[src/mfsr_pkg.sv]
// Constants and carrier types for the modem FIFO status readback bank
package mfsr_pkg;
  // Register offsets, as printed
  localparam logic [7:0] MFSR_OFS_FIFO_PAIR_STATUS = 8'h2b;
  localparam logic [7:0] MFSR_OFS_CONVERTER_CODE = 8'h2c;
  // Field positions in the fifo_pair_status word
  localparam int MFSR_POS_RX_HALF_LSB = 12;
  localparam int MFSR_POS_RX_THR = 11;
  localparam int MFSR_POS_RX_FULL = 10;
  localparam int MFSR_POS_RX_EMPTY = 9;
  localparam int MFSR_POS_TX_HALF_LSB = 4;
  localparam int MFSR_POS_TX_THR = 3;
  localparam int MFSR_POS_TX_FULL = 2;
  localparam int MFSR_POS_TX_EMPTY = 1;
  // Reset values
  localparam logic [15:0] MFSR_RST_FIFO_PAIR_STATUS = 16'h0202;
  localparam logic [15:0] MFSR_RST_CONVERTER_CODE = 16'h0000;
  // Count width: bits 4..1 of the count form the half count
  localparam int MFSR_CNT_W = 5;
  localparam int MFSR_DEF_DEPTH = 16;
  // Queue indices for the generate loop
  localparam int MFSR_Q_RX = 0;
  localparam int MFSR_Q_TX = 1;
  // Flag group of one queue as it sits in the status word
  typedef struct packed {
    logic [3:0] half_count;
    logic threshold_flag;
    logic full_flag;
    logic empty_flag;
  } mfsr_qflags_t;
  // Read answer carrier
  typedef struct packed {
    logic valid;
    logic hit;
    logic [15:0] data;
  } mfsr_rd_resp_t;
endpackage

[src/mfsr_queue_flags.sv]
// Flag encoder for one byte queue: half count, threshold, full, empty
`timescale 1ns/1ps
`default_nettype none
module mfsr_queue_flags
  import mfsr_pkg::*;
#(
  parameter int DEPTH = MFSR_DEF_DEPTH,
  parameter bit ABOVE = 1'b1
)
(
  input wire logic [MFSR_CNT_W-1:0] i_count,
  input wire logic [3:0] i_half_reported,
  output mfsr_qflags_t o_flags
);
  localparam logic [MFSR_CNT_W-1:0] DEPTH_CNT = MFSR_CNT_W'(DEPTH);

  // Threshold reference built from the half count last reported
  wire logic [MFSR_CNT_W-1:0] ref_above;
  wire logic [MFSR_CNT_W-1:0] ref_below;
  wire logic thr_hit;
  assign ref_above = {i_half_reported, 1'b1};
  assign ref_below = {i_half_reported, 1'b0};
  // Filling queue alarms on growth, draining queue on shrink
  assign thr_hit = ABOVE ? (i_count > ref_above) : (i_count < ref_below);

  // Flag group, straight from the live count
  assign o_flags.half_count = i_count[MFSR_CNT_W-1:1];
  assign o_flags.threshold_flag = thr_hit;
  assign o_flags.full_flag = (i_count == DEPTH_CNT);
  assign o_flags.empty_flag = (i_count == '0);
endmodule
`default_nettype wire

[src/mfsr_bank.sv]
// Read-only status bank: both modem byte queues and the converter code
`timescale 1ns/1ps
`default_nettype none
module mfsr_bank
  import mfsr_pkg::*;
#(
  parameter int RX_DEPTH = MFSR_DEF_DEPTH,
  parameter int TX_DEPTH = MFSR_DEF_DEPTH
)
(
  input wire logic i_clock,
  input wire logic i_rst,
  input wire logic i_rd_strobe,
  input wire logic [7:0] i_rd_addr,
  input wire logic [MFSR_CNT_W-1:0] i_rx_count,
  input wire logic [MFSR_CNT_W-1:0] i_tx_count,
  input wire logic [15:0] i_converter_code,
  output logic o_rd_valid,
  output logic o_rd_hit,
  output logic [15:0] o_rd_data
);
  // Depth must fit the five-bit count and leave a meaningful half count
  if (RX_DEPTH < 2 || RX_DEPTH > 31 || TX_DEPTH < 2 || TX_DEPTH > 31)
  begin : g_depth_check
    $error("mfsr_bank: queue depth must lie in 2..31");
  end

  logic [15:0] status_q;
  logic [15:0] status_d;
  logic [15:0] code_q;
  mfsr_rd_resp_t resp_q;
  mfsr_rd_resp_t resp_d;
  mfsr_qflags_t qflags [2];
  wire logic [MFSR_CNT_W-1:0] qcount [2];
  wire logic [3:0] qreported [2];

  assign qcount[MFSR_Q_RX] = i_rx_count;
  assign qcount[MFSR_Q_TX] = i_tx_count;
  // Threshold compares against what software last could have seen
  assign qreported[MFSR_Q_RX] = status_q[MFSR_POS_RX_HALF_LSB +: 4];
  assign qreported[MFSR_Q_TX] = status_q[MFSR_POS_TX_HALF_LSB +: 4];

  // One flag encoder per queue; direction differs between the two
  for (genvar q = 0; q < 2; q++)
  begin : g_queue
    mfsr_queue_flags #(
      .DEPTH(q == MFSR_Q_RX ? RX_DEPTH : TX_DEPTH),
      .ABOVE(q == MFSR_Q_RX)
    ) u_flags (
      .i_count(qcount[q]),
      .i_half_reported(qreported[q]),
      .o_flags(qflags[q])
    );
  end

  // Status word assembly; reserved bits 8 and 0 stay zero
  assign status_d = {qflags[MFSR_Q_RX].half_count,
                     qflags[MFSR_Q_RX].threshold_flag,
                     qflags[MFSR_Q_RX].full_flag,
                     qflags[MFSR_Q_RX].empty_flag,
                     1'b0,
                     qflags[MFSR_Q_TX].half_count,
                     qflags[MFSR_Q_TX].threshold_flag,
                     qflags[MFSR_Q_TX].full_flag,
                     qflags[MFSR_Q_TX].empty_flag,
                     1'b0};

  // Address decode; unmapped offsets answer zero with hit low
  wire logic sel_status;
  wire logic sel_code;
  assign sel_status = (i_rd_addr == MFSR_OFS_FIFO_PAIR_STATUS);
  assign sel_code = (i_rd_addr == MFSR_OFS_CONVERTER_CODE);
  assign resp_d.valid = i_rd_strobe;
  assign resp_d.hit = i_rd_strobe & (sel_status | sel_code);
  // Pure mux: no pop, no clear, reading has no side effect
  assign resp_d.data = !i_rd_strobe ? 16'h0000 :
                       sel_status ? status_q :
                       sel_code ? code_q :
                       16'h0000;

  // Status snapshot, refreshed every cycle
  always_ff @(posedge i_clock)
  begin
    if (i_rst)
      status_q <= MFSR_RST_FIFO_PAIR_STATUS;
    else
      status_q <= status_d;
  end

  // Converter code readback, read only from the bus side
  always_ff @(posedge i_clock)
  begin
    if (i_rst)
      code_q <= MFSR_RST_CONVERTER_CODE;
    else
      code_q <= i_converter_code;
  end

  // Read answer register, one cycle after the strobe
  always_ff @(posedge i_clock)
  begin
    if (i_rst)
      resp_q <= '0;
    else
      resp_q <= resp_d;
  end

  assign o_rd_valid = resp_q.valid;
  assign o_rd_hit = resp_q.hit;
  assign o_rd_data = resp_q.data;

  // Checks: status word follows the counts one cycle later
  property p_rx_half;
    @(posedge i_clock) disable iff (i_rst)
    !$past(i_rst) |-> status_q[15:12] == $past(i_rx_count[4:1]);
  endproperty
  a_rx_half: assert property (p_rx_half) else $error("rx half count wrong");

  property p_rx_thr;
    @(posedge i_clock) disable iff (i_rst)
    !$past(i_rst) |->
      status_q[11] == ($past(i_rx_count) > {$past(status_q[15:12]), 1'b1});
  endproperty
  a_rx_thr: assert property (p_rx_thr) else $error("rx threshold flag wrong");

  property p_rx_full;
    @(posedge i_clock) disable iff (i_rst)
    i_rx_count == MFSR_CNT_W'(RX_DEPTH) |=> status_q[10];
  endproperty
  a_rx_full: assert property (p_rx_full) else $error("rx full flag missing");

  property p_rx_empty;
    @(posedge i_clock) disable iff (i_rst)
    !$past(i_rst) |-> status_q[9] == ($past(i_rx_count) == '0);
  endproperty
  a_rx_empty: assert property (p_rx_empty) else $error("rx empty flag wrong");

  property p_tx_half;
    @(posedge i_clock) disable iff (i_rst)
    !$past(i_rst) |-> status_q[7:4] == $past(i_tx_count[4:1]);
  endproperty
  a_tx_half: assert property (p_tx_half) else $error("tx half count wrong");

  property p_tx_thr;
    @(posedge i_clock) disable iff (i_rst)
    !$past(i_rst) |->
      status_q[3] == ($past(i_tx_count) < {$past(status_q[7:4]), 1'b0});
  endproperty
  a_tx_thr: assert property (p_tx_thr) else $error("tx threshold flag wrong");

  property p_tx_full;
    @(posedge i_clock) disable iff (i_rst)
    i_tx_count != MFSR_CNT_W'(TX_DEPTH) |=> !status_q[2];
  endproperty
  a_tx_full: assert property (p_tx_full) else $error("tx full flag stuck");

  property p_tx_empty_rst;
    @(posedge i_clock)
    i_rst |=> status_q[1] && status_q[9] && status_q[8] == 1'b0;
  endproperty
  a_tx_empty_rst: assert property (p_tx_empty_rst) else $error("reset flags wrong");

  property p_code_read;
    @(posedge i_clock) disable iff (i_rst)
    i_rd_strobe && sel_code |=> o_rd_valid && o_rd_hit && o_rd_data == $past(code_q);
  endproperty
  a_code_read: assert property (p_code_read) else $error("code readback wrong");

  // A status read clears nothing: level and empty bits still follow the counts
  property p_read_quiet;
    @(posedge i_clock) disable iff (i_rst)
    i_rd_strobe && sel_status |=>
      status_q[15:12] == $past(i_rx_count[4:1]) && status_q[7:4] == $past(i_tx_count[4:1]) &&
      status_q[9] == ($past(i_rx_count) == '0) && status_q[1] == ($past(i_tx_count) == '0);
  endproperty
  a_read_quiet: assert property (p_read_quiet) else $error("read disturbed status");

  // Full clears as soon as one slot frees up
  property p_rx_not_full;
    @(posedge i_clock) disable iff (i_rst)
    i_rx_count != MFSR_CNT_W'(RX_DEPTH) |=> !status_q[10];
  endproperty
  a_rx_not_full: assert property (p_rx_not_full) else $error("rx full flag stuck");

  // Full shows one cycle after the last slot fills
  property p_tx_full_set;
    @(posedge i_clock) disable iff (i_rst)
    i_tx_count == MFSR_CNT_W'(TX_DEPTH) |=> status_q[2];
  endproperty
  a_tx_full_set: assert property (p_tx_full_set) else $error("tx full flag missing");

  // Empty tracks the live count, not only the reset value
  property p_tx_empty;
    @(posedge i_clock) disable iff (i_rst)
    !$past(i_rst) |-> status_q[1] == ($past(i_tx_count) == '0);
  endproperty
  a_tx_empty: assert property (p_tx_empty) else $error("tx empty flag wrong");

  // A status read returns the word held at the taking edge
  property p_status_read;
    @(posedge i_clock) disable iff (i_rst)
    i_rd_strobe && sel_status |=> o_rd_valid && o_rd_hit && o_rd_data == $past(status_q);
  endproperty
  a_status_read: assert property (p_status_read) else $error("status readback wrong");

  // Unmapped offsets answer zero with hit low
  property p_miss_read;
    @(posedge i_clock) disable iff (i_rst)
    i_rd_strobe && !sel_status && !sel_code |=>
      o_rd_valid && !o_rd_hit && o_rd_data == 16'h0000;
  endproperty
  a_miss_read: assert property (p_miss_read) else $error("unmapped read answered");

  // No strobe, no answer: outputs fall back to zero
  property p_idle_quiet;
    @(posedge i_clock) disable iff (i_rst)
    !i_rd_strobe |=> !o_rd_valid && !o_rd_hit && o_rd_data == 16'h0000;
  endproperty
  a_idle_quiet: assert property (p_idle_quiet) else $error("answer without read");

  // Answer comes exactly one cycle after the strobe
  property p_valid_after_read;
    @(posedge i_clock) disable iff (i_rst)
    i_rd_strobe |=> o_rd_valid;
  endproperty
  a_valid_after_read: assert property (p_valid_after_read) else $error("read not answered");

  // Hit is only meaningful alongside valid
  property p_hit_needs_valid;
    @(posedge i_clock) disable iff (i_rst)
    o_rd_hit |-> o_rd_valid;
  endproperty
  a_hit_needs_valid: assert property (p_hit_needs_valid) else $error("hit without valid");

  // Converter readback lags the applied code by one cycle
  property p_code_follow;
    @(posedge i_clock) disable iff (i_rst)
    !$past(i_rst) |-> code_q == $past(i_converter_code);
  endproperty
  a_code_follow: assert property (p_code_follow) else $error("code readback stale");

  // Reset quiets the read port and zeroes the readback
  property p_rst_outputs;
    @(posedge i_clock)
    i_rst |=> !o_rd_valid && !o_rd_hit && o_rd_data == 16'h0000 &&
      code_q == MFSR_RST_CONVERTER_CODE;
  endproperty
  a_rst_outputs: assert property (p_rst_outputs) else $error("reset outputs wrong");

  // Full and empty never show together, depth being two or more
  property p_rx_flags_excl;
    @(posedge i_clock) disable iff (i_rst)
    status_q[10] |-> !status_q[9];
  endproperty
  a_rx_flags_excl: assert property (p_rx_flags_excl) else $error("rx full and empty");

  // Same exclusion for the host-to-modem queue
  property p_tx_flags_excl;
    @(posedge i_clock) disable iff (i_rst)
    status_q[2] |-> !status_q[1];
  endproperty
  a_tx_flags_excl: assert property (p_tx_flags_excl) else $error("tx full and empty");

  // A full queue reports half its depth
  property p_rx_full_half;
    @(posedge i_clock) disable iff (i_rst)
    status_q[10] |-> status_q[15:12] == 4'(RX_DEPTH >> 1);
  endproperty
  a_rx_full_half: assert property (p_rx_full_half) else $error("rx full level wrong");

  // Same for the host-to-modem queue
  property p_tx_full_half;
    @(posedge i_clock) disable iff (i_rst)
    status_q[2] |-> status_q[7:4] == 4'(TX_DEPTH >> 1);
  endproperty
  a_tx_full_half: assert property (p_tx_full_half) else $error("tx full level wrong");

  // Empty means level zero and no growth alarm
  property p_rx_empty_half;
    @(posedge i_clock) disable iff (i_rst)
    status_q[9] |-> status_q[15:12] == 4'h0 && !status_q[11];
  endproperty
  a_rx_empty_half: assert property (p_rx_empty_half) else $error("rx empty level wrong");

  // Empty host-to-modem queue reports level zero
  property p_tx_empty_half;
    @(posedge i_clock) disable iff (i_rst)
    status_q[1] |-> status_q[7:4] == 4'h0;
  endproperty
  a_tx_empty_half: assert property (p_tx_empty_half) else $error("tx empty level wrong");

  // Main scenarios
  c_rx_full: cover property (@(posedge i_clock) disable iff (i_rst) status_q[10]);
  c_rx_thr: cover property (@(posedge i_clock) disable iff (i_rst) status_q[11]);
  c_tx_thr: cover property (@(posedge i_clock) disable iff (i_rst) status_q[3]);
  c_stat_rd: cover property (@(posedge i_clock) disable iff (i_rst)
    i_rd_strobe && sel_status ##1 o_rd_hit);
  c_miss_rd: cover property (@(posedge i_clock) disable iff (i_rst)
    o_rd_valid && !o_rd_hit);
endmodule
`default_nettype wire

[config.mk]
export PLATFORM = sky130hd
export DESIGN_NAME = mfsr_bank
export DESIGN_NICKNAME = d
export VERILOG_FILES = /design/src/mfsr_pkg.sv /design/src/mfsr_queue_flags.sv /design/src/mfsr_bank.sv
export SDC_FILE = /design/constraint.sdc
export NUM_CORES = 1
export LEC_CHECK = 0
export ABC_CLOCK_PERIOD_IN_PS = 2800
export BUFFER_PORTS_ARGS = -buffer_cell sky130_fd_sc_hd__buf_2
export CORE_ASPECT_RATIO = 1.75
export CORE_MARGIN = 4
export CORE_UTILIZATION = 43
export CTS_CLUSTER_SIZE = 30
export DETAILED_ROUTE_END_ITERATION = 10
export PLACE_DENSITY = 0.7
export SLEW_MARGIN = 20
export SYNTH_ARGS = -nofsm -noshare
export SYNTH_HDL_FRONTEND = slang
export SYNTH_SLANG_ARGS = --single-unit
[constraint.sdc]
create_clock -name i_clock -period 2.8 [get_ports i_clock]
set_input_delay 0.42 -clock i_clock [delete_from_list [all_inputs] [get_ports i_clock]]
set_output_delay 0.42 -clock i_clock [all_outputs]
set_load 0.005 [all_outputs]
Word level (Yosys, flattened, before mapping)

Index checks and enable logic that the tools add are counted.

Order comparisons: 2
Muxes and demuxes: 2
Bitwise operators: 3
Equal/unequal tests: 4
Reduce and logical (&&, ||, !) cells: 3

Operator list:

| kind                 | number |
|---|---|
| $mux W16             | 2 |
| $eq A8 B6 Y1 const B | 2 |
| $eq A5 B5 Y1 const B | 2 |
| $logic_not A5 Y1     | 2 |
| $gt A5 B5 Y1         | 1 |
| $lt A5 B5 Y1         | 1 |
| $reduce_or A2 Y1     | 1 |
| $and A1 B1 Y1        | 1 |
| $not A1 Y1           | 1 |
| $or A1 B1 Y1         | 1 |

Logic and storage cells: 20
Input port bits: 37
Flip-flop bits (word level): 50

Logic depth before layout (Yosys ltp)

Gate-level depths: netlist (run 1).

Depth after elaboration: 3
Mapped depth: 5
Depth with buffers taken out: 5

Cells and area by module

From an unflattened synthesis (run 1), not the netlist that was laid out.

Cells, all modules: 164
Area total of the unflattened synthesis: 1761.7 µm²

Modules (own cells, without submodules):

| module                                 | instances | cells an instance | seq. area each (µm²) | area an instance (µm²) |
|---|---|---|---|---|
| mfsr_bank                              | 1         | 123               | 960.9                | 1451.4 |
| mfsr_queue_flags at g_queue[0].u_flags | 1         | 22                | 0.0                  | 161.4 |
| mfsr_queue_flags at g_queue[1].u_flags | 1         | 19                | 0.0                  | 148.9 |

Worst setup path before layout (run 1)

No wires, ideal clock.

Path kind: input-to-reg
From: input port i_rx_count[4]
To: register status_q[11]
Path buffers: 0
Stages: 4
Arrival: 1.128 ns
Path slack: 1.581 ns
Library setup time: 0.091 ns
Cells stage by stage: ha_1 > nand2_1 > o21a_1 > a311oi_1

Cells in the longest elaborated chain, start to end: 1

Ends and longest elaborated chain:

| what                 | line                   | RTL |
|---|---|---|
| start, declared      | mfsr_bank.sv:15        | `input wire logic [MFSR_CNT_W-1:0] i_rx_count,` |
| $gt A5 B5 Y1         | mfsr_queue_flags.sv:24 | `assign thr_hit = ABOVE ? (i_count > ref_above) : (i_count < ref_below);` |
| end signal, assigned | mfsr_bank.sv:87        | `status_q <= status_d;` |
| end, declared        | mfsr_bank.sv:28        | `logic [15:0] status_q;` |

Every way passes these cells.
A chain may end at the register's enable or synchronous reset.

Final worst setup path (run 1)

From: register status_q[15]
To: register status_q[11]

Cells in the longest elaborated chain, start to end: 1

Ends and longest elaborated chain:

| what         | line |
|---|---|
| $gt A5 B5 Y1 | mfsr_queue_flags.sv:24 |

Every way passes these cells.

==> flow_metrics.env, run 1 <==
export IMPL_hold_path_class="input pin to register"
export IMPL_io_buffers=54
export IMPL_comb_power_share=0.072
export IMPL_cts_hold_buffers_added=0
export IMPL_grt_max_degree=32
export IMPL_cts_root_buffer="clkbuf_8"
export IMPL_drv_slew=0
export IMPL_power_frac_seq=0.589
export IMPL_synth_cell_types=30
export IMPL_finClkSkew_ns=0.00167
export IMPL_post_drt_wl_per_cell_microns=13.1
export IMPL_grt_antenna_before_repair=0
export IMPL_slowest_stage="dfxtp_1"
export IMPL_synthCells=147
export IMPL_drtIter0Drc=20
export IMPL_hpwl_mm=2.49
export IMPL_p_sw_w=0.000260
export IMPL_p_sw_frac=0.214
export IMPL_finalNetCount=244
export IMPL_crit_type="register to register"
export IMPL_ys_warn_count=0
export IMPL_stdcell_count=247
export IMPL_finalSetupViolations=0
export IMPL_design_die_area_sq_um=4960
export IMPL_rows=29
export IMPL_clock_path_buffers=2
export IMPL_drive_gt1_frac=0.343
export IMPL_dieWidth_microns=55.0
export IMPL_finalCriticalPeriod_ns=1.32
export IMPL_drt_total_wl_mm=3.25
export IMPL_grt_pass1_wl_mm=5.29
export IMPL_p_leak_nw=0.887
export IMPL_synth_top_area_frac=0.578
export IMPL_status="finished clean"
export IMPL_grt_setup_unrepaired="no"
export IMPL_cts_resized=0
export IMPL_hold_viol=0
export IMPL_fmax_mhz=758
export IMPL_ys_ff_latch=48
export IMPL_cp_max_fo=3
export IMPL_power_density_nw_per_um2=601
export IMPL_max_slew_margin_rel=0.561
export IMPL_viasPerCell=4.72
export IMPL_syn_to_final_growth_pct=21.7
export IMPL_overflow=0
export IMPL_cts_sinks=48
export IMPL_cts_tree="built"
export IMPL_ir_drop_uv=401
export IMPL_drc=0
export IMPL_worst_pin_slew_ns=0.659
export IMPL_netlist_area_sq_um=1660
export IMPL_path_clk_slew_ns=0.08
export IMPL_io_pins=55
export IMPL_htreeDepth=2
export IMPL_clkPwrFrac=0.339
export IMPL_p_int_w=0.000954
export IMPL_synthTopCellsByArea="dfxtp_1 (58%), nor2b_1 (9.4%), a22oi_1 (5.9%), ha_1 (5.3%), nor2_1 (3.2%)"
export IMPL_antenna_cells=0
export IMPL_synth_area_leader_cell="dfxtp_1"
export IMPL_layout_commonest_cell="buf_2"
export IMPL_crit_family="compound AO/OA/AOI/OAI gates"
export IMPL_avgSynthCellArea_sq_um=11.3
export IMPL_worst_setup_path_start_kind="register"
export IMPL_clock_latency_ns=0.30
export IMPL_syn_nets=191
export IMPL_cp_cell_sequence="inv_1, ha_1, nand2_1, o21a_1, a311oi_1"
export IMPL_cts_setup_buffers=0
export IMPL_critPathBufInv=1
export IMPL_place_inst=239
export IMPL_mostFrequentLayoutCells="buf_2 (54), dfxtp_1 (48), nor2b_1 (25)"
export IMPL_die_h_microns=90.2
export IMPL_ys_seq_area_frac=0.578
export IMPL_cts_inserted_buffers=5
export IMPL_max_cap_viol_count=0
export IMPL_gp_congestion=0.708
export IMPL_dr_pass1_iters=4
export IMPL_finalCritPeriodShare=0.471
export IMPL_coreArea_sq_um=3660
export IMPL_critPathRequiredTime_ns=3.00
export IMPL_cpPeakStageDelay_ns=0.34
export IMPL_grt_pass1_vias=1231
export IMPL_ant_nets=0
export IMPL_start_util=0.453
export IMPL_end_kind="register"
export IMPL_grt_total_usage=0.145
export IMPL_arrival_ns=1.51
export IMPL_num_vias=1165
export IMPL_finalSetupTns_ns=0
## metal layers
metal | share of wire | GRT usage
met1 | 0.38 | 0.150
met2 | 0.52 | 0.243
met3 | 0.078 | 0.0579
met4 | 0.022 | 0.0609
met5 | 0 | 0
## final cells by class
type / instances / area, sq um
Sequential cell: 48 / 961
Timing Repair Buffer: 54 / 270
Multi-Input combinational cell: 84 / 617
Fill cell: 351 / 1640
Inverter: 7 / 26.3
Clock buffer: 8 / 90.1
Tap cell: 46 / 57.6
## power groups by stage
stage	registers, W	logic, W	clock network, W
after detailed placement	0.000731	0.0000888	0
after CTS	0.000715	0.0000893	0.000418
after floorplan	0.000728	0.0000508	0
final	0.000715	0.0000878	0.000412
after global routing	0.000717	0.0000989	0.000450
after global placement	0.000730	0.0000831	0
## cells in the mapped netlist
master	count
and4_1	2
nand2_1	1
a21oi_1	2
buf_1	1
a31oi_1	1
nor4b_4	1
buf_4	1
a211o_1	1
nand2_2	1
o21a_1	1
buf_2	1
nor2_2	2
nor2b_1	25
dfxtp_1	48
a22oi_1	13
a311oi_1	1
a21o_1	1
nor2_1	14
nand2b_1	1
or4_4	2
inv_1	7
o21bai_1	2
ha_1	7
and4bb_1	1
and4b_1	1
clkbuf_1	2
a22oi_2	1
and3_1	1
buf_6	3
nor3b_2	2
## path summary, 6_finish.rpt
check,end,cells after the start,slack [ns],start
worst min-delay path,code_q[7],2,0.33,i_converter_code[7]
worst min register to register,o_rd_data[0],1,0.48,code_q[0]
worst max register to register,status_q[11],5,1.48,status_q[15]
worst max-delay path,status_q[11],5,1.48,status_q[15]
## logic make-up (layout without fill, tap and decap cells)
group,after synthesis,count (layout),synth area share
compound gates,23,23,0.105
fa+ha+maj,7,7,0.0527
buf+inv,15,69,0.0505
flops,48,48,0.578
simple gates,54,54,0.214
## stage by stage
step / utilization / power, W / hold slack, ns / cell area (sq um) / setup slack, ns
global route: 0.552 / 0.00127 / 0.318 / 2020 / 1.36
global placement: 0.527 / 0.000814 / 0.461 / 1930 / 1.22
finish: 0.552 / 0.00121 / 0.326 / 2020 / 1.48
floorplan: - / 0.000779 / 0.443 / 1660 / 1.58
detailed placement: 0.527 / 0.000820 / 0.461 / 1930 / 1.19
CTS: 0.552 / 0.00122 / 0.322 / 2020 / 1.48
## sequential cells by signal, summed over array words and instances, names as in the netlist
register / flops
o_rd_valid: 1
code_q: 16
status_q: 14
o_rd_data: 16
o_rd_hit: 1
(Power assumes the default switching activity.)
==> run 2: changes to the inputs <==
Settings changed: ABC_CLOCK_PERIOD_IN_PS 2800 to 1290.
Clock period 2.8 ns to 1.29 ns, I/O delays scaled along.
==> run 2 against run 1 <==
Final cell count increased by 1.6%; setup slack lost 1.4 ns; die area did not move; sequential power increased by 120%; largest cell class unchanged; largest power group unchanged.
==> flow_metrics.env, run 2 (synthesis results as in run 1) <==
export IMPL_cts_root_buffer="clkbuf_8"
export IMPL_cts_inserted_buffers=5
export IMPL_grt_antenna_before_repair=0
export IMPL_io_pins=55
export IMPL_cp_cell_sequence="inv_1, ha_1, a21oi_1, o21a_1, a311oi_1"
export IMPL_clock_latency_ns=0.29
export IMPL_design_die_area_sq_um=4960
export IMPL_coreArea_sq_um=3660
export IMPL_antenna_cells=0
export IMPL_end_kind="register"
export IMPL_crit_type="register to register"
export IMPL_finalNetCount=248
export IMPL_finClkSkew_ns=0.00172
export IMPL_mostFrequentLayoutCells="buf_2 (54), dfxtp_1 (46), nor2b_1 (25)"
export IMPL_layout_commonest_cell="buf_2"
export IMPL_drv_slew=0
export IMPL_multi_input_area_sq_um=629
export IMPL_grt_pass1_vias=1269
export IMPL_grt_setup_unrepaired="no"
export IMPL_p_sw_w=0.000564
export IMPL_grt_max_degree=18
export IMPL_wl_met3_microns=249
export IMPL_r2r_cells=5
export IMPL_status="finished clean"
export IMPL_drt_total_wl_mm=3.18
export IMPL_ir_drop_uv=828
export IMPL_dieWidth_microns=55.0
export IMPL_hpwl_mm=2.41
export IMPL_dr_pass1_iters=4
export IMPL_gp_congestion=0.821
export IMPL_die_h_microns=90.2
export IMPL_max_slew_margin_rel=0.777
export IMPL_p_sw_frac=0.214
export IMPL_comb_power_share=0.078
export IMPL_cpPeakStageDelay_ns=0.33
export IMPL_rows=29
export IMPL_post_drt_wl_per_cell_microns=12.7
export IMPL_ant_nets=0
export IMPL_r2r_slack_ns=0.11
export IMPL_drc=0
export IMPL_startpoint="status_q[13]"
export IMPL_finalCriticalPeriod_ns=1.18
export IMPL_finalSetupViolations=0
export IMPL_grt_pass1_wl_mm=5.18
export IMPL_final_seq_area_sq_um=963
export IMPL_clkPwrFrac=0.334
export IMPL_cp_endpoint="status_q[11]"
export IMPL_cts_sinks=48
export IMPL_stdcell_count=251
export IMPL_grt_total_usage=0.142
export IMPL_r2r_start="status_q[13]"
export IMPL_syn_to_final_growth_pct=25.3
export IMPL_overflow=0
export IMPL_critPathRequiredTime_ns=1.50
export IMPL_slowest_stage="dfxtp_1"
export IMPL_cp_max_fo=2
export IMPL_drtIter0Drc=11
export IMPL_cts_setup_buffers=0
export IMPL_place_inst=243
export IMPL_clock_path_buffers=2
export IMPL_fmax_mhz=846
export IMPL_cts_tree="built"
export IMPL_path_clk_slew_ns=0.08
export IMPL_start_util=0.453
export IMPL_finalSetupTns_ns=0
export IMPL_arrival_ns=1.39
export IMPL_fillers=347
export IMPL_p_leak_nw=0.917
export IMPL_viasPerCell=4.82
export IMPL_power_density_nw_per_um2=1270
export IMPL_power_frac_seq=0.587
export IMPL_reg2reg_to="status_q[11]"
export IMPL_io_buffers=54
export IMPL_routed_top_layer="met4"
export IMPL_finalCritPeriodShare=0.916
export IMPL_drive_gt1_frac=0.380
export IMPL_htreeDepth=2
export IMPL_worst_pin_slew_ns=0.333
export IMPL_met1_length_mm=1.24
export IMPL_p_int_w=0.00207
export IMPL_num_vias=1209
export IMPL_hold_path_class="input pin to register"
export IMPL_hold_viol=0
export IMPL_worst_setup_path_start_kind="register"
export IMPL_dr_wl_met2_mm=1.63
export IMPL_max_cap_viol_count=0
## run 2: changes by cell type in the layout (fill, tap and decap cells not counted)
cell	delta
buf_12	+1
buf_4	+3
clkbuf_1	-2
clkinv_2	+2
dfxtp_1	-2
dfxtp_2	+2
ha_1	-1
ha_4	+1
## run 2: worst max-delay path: cells and delay by family (launching register included)
kind	cells	cell delay, ns
DFF	1	0.33
adders and majority gates	1	0.28
AOI/OAI and AO/OA	3	0.43
buffers and inverters	1	0.05
## run 2: final cells by class
cell class	count	share of cell area
sequential	48	0.463
multi-input combinational	84	0.302
clock inverter	2	0.00481
tap	46	0.0276
clock buffer	6	0.0397
timing repair buffer	58	0.150
inverter	7	0.0126
## run 2: timing repair
| item | CTS | global route |
|---|---|---|
| resized for setup | 0 | 3 |
| hold buffers | 0 | 0 |
| endpoints found under the setup margin | 0 | 1 |
| endpoints found under the hold margin | 0 | 0 |
## run 2: worst min-delay path by stage
stage                        start          end  slack, ns  cells after the start
6_report       i_converter_code[1]    code_q[1]       0.11                      2
5_1_grt        i_converter_code[9]    code_q[9]       0.10                      2
4_1_cts        i_converter_code[1]    code_q[1]       0.10                      2
3_5_place_dp   i_converter_code[1]    code_q[1]       0.41                      2
3_3_place_gp   i_converter_code[6]    code_q[6]       0.40                      2
2_1_floorplan        i_tx_count[4]  status_q[1]       0.29                      1
## run 2: routing by layer
metal,track usage,vias to the layer above
met4,0.0730,0
met1,0.151,556
met5,0,-
li1,-,607
met3,0.0464,6
met2,0.235,40
## run 2: through the flow
step	instance area, sq um	setup WS (ns)	total power [W]	hold slack (ns)	utilization
after global placement	1970	0.117	0.00178	0.402	0.539
after CTS	2070	0.0475	0.00266	0.103	0.564
after global routing	2080	0.0213	0.00275	0.103	0.568
after detailed placement	1970	0.0676	0.00179	0.413	0.539
final	2080	0.108	0.00264	0.107	0.568
after floorplan	1660	0.149	0.00169	0.295	-
## run 2: power by group through the flow
stage               logic (W)  registers [W]  clock network (W)
floorplan            0.000110        0.00158                  0
global placement     0.000192        0.00158                  0
detailed placement   0.000204        0.00158                  0
CTS                  0.000206        0.00155           0.000907
global route         0.000232        0.00156           0.000963
finish               0.000207        0.00155           0.000881
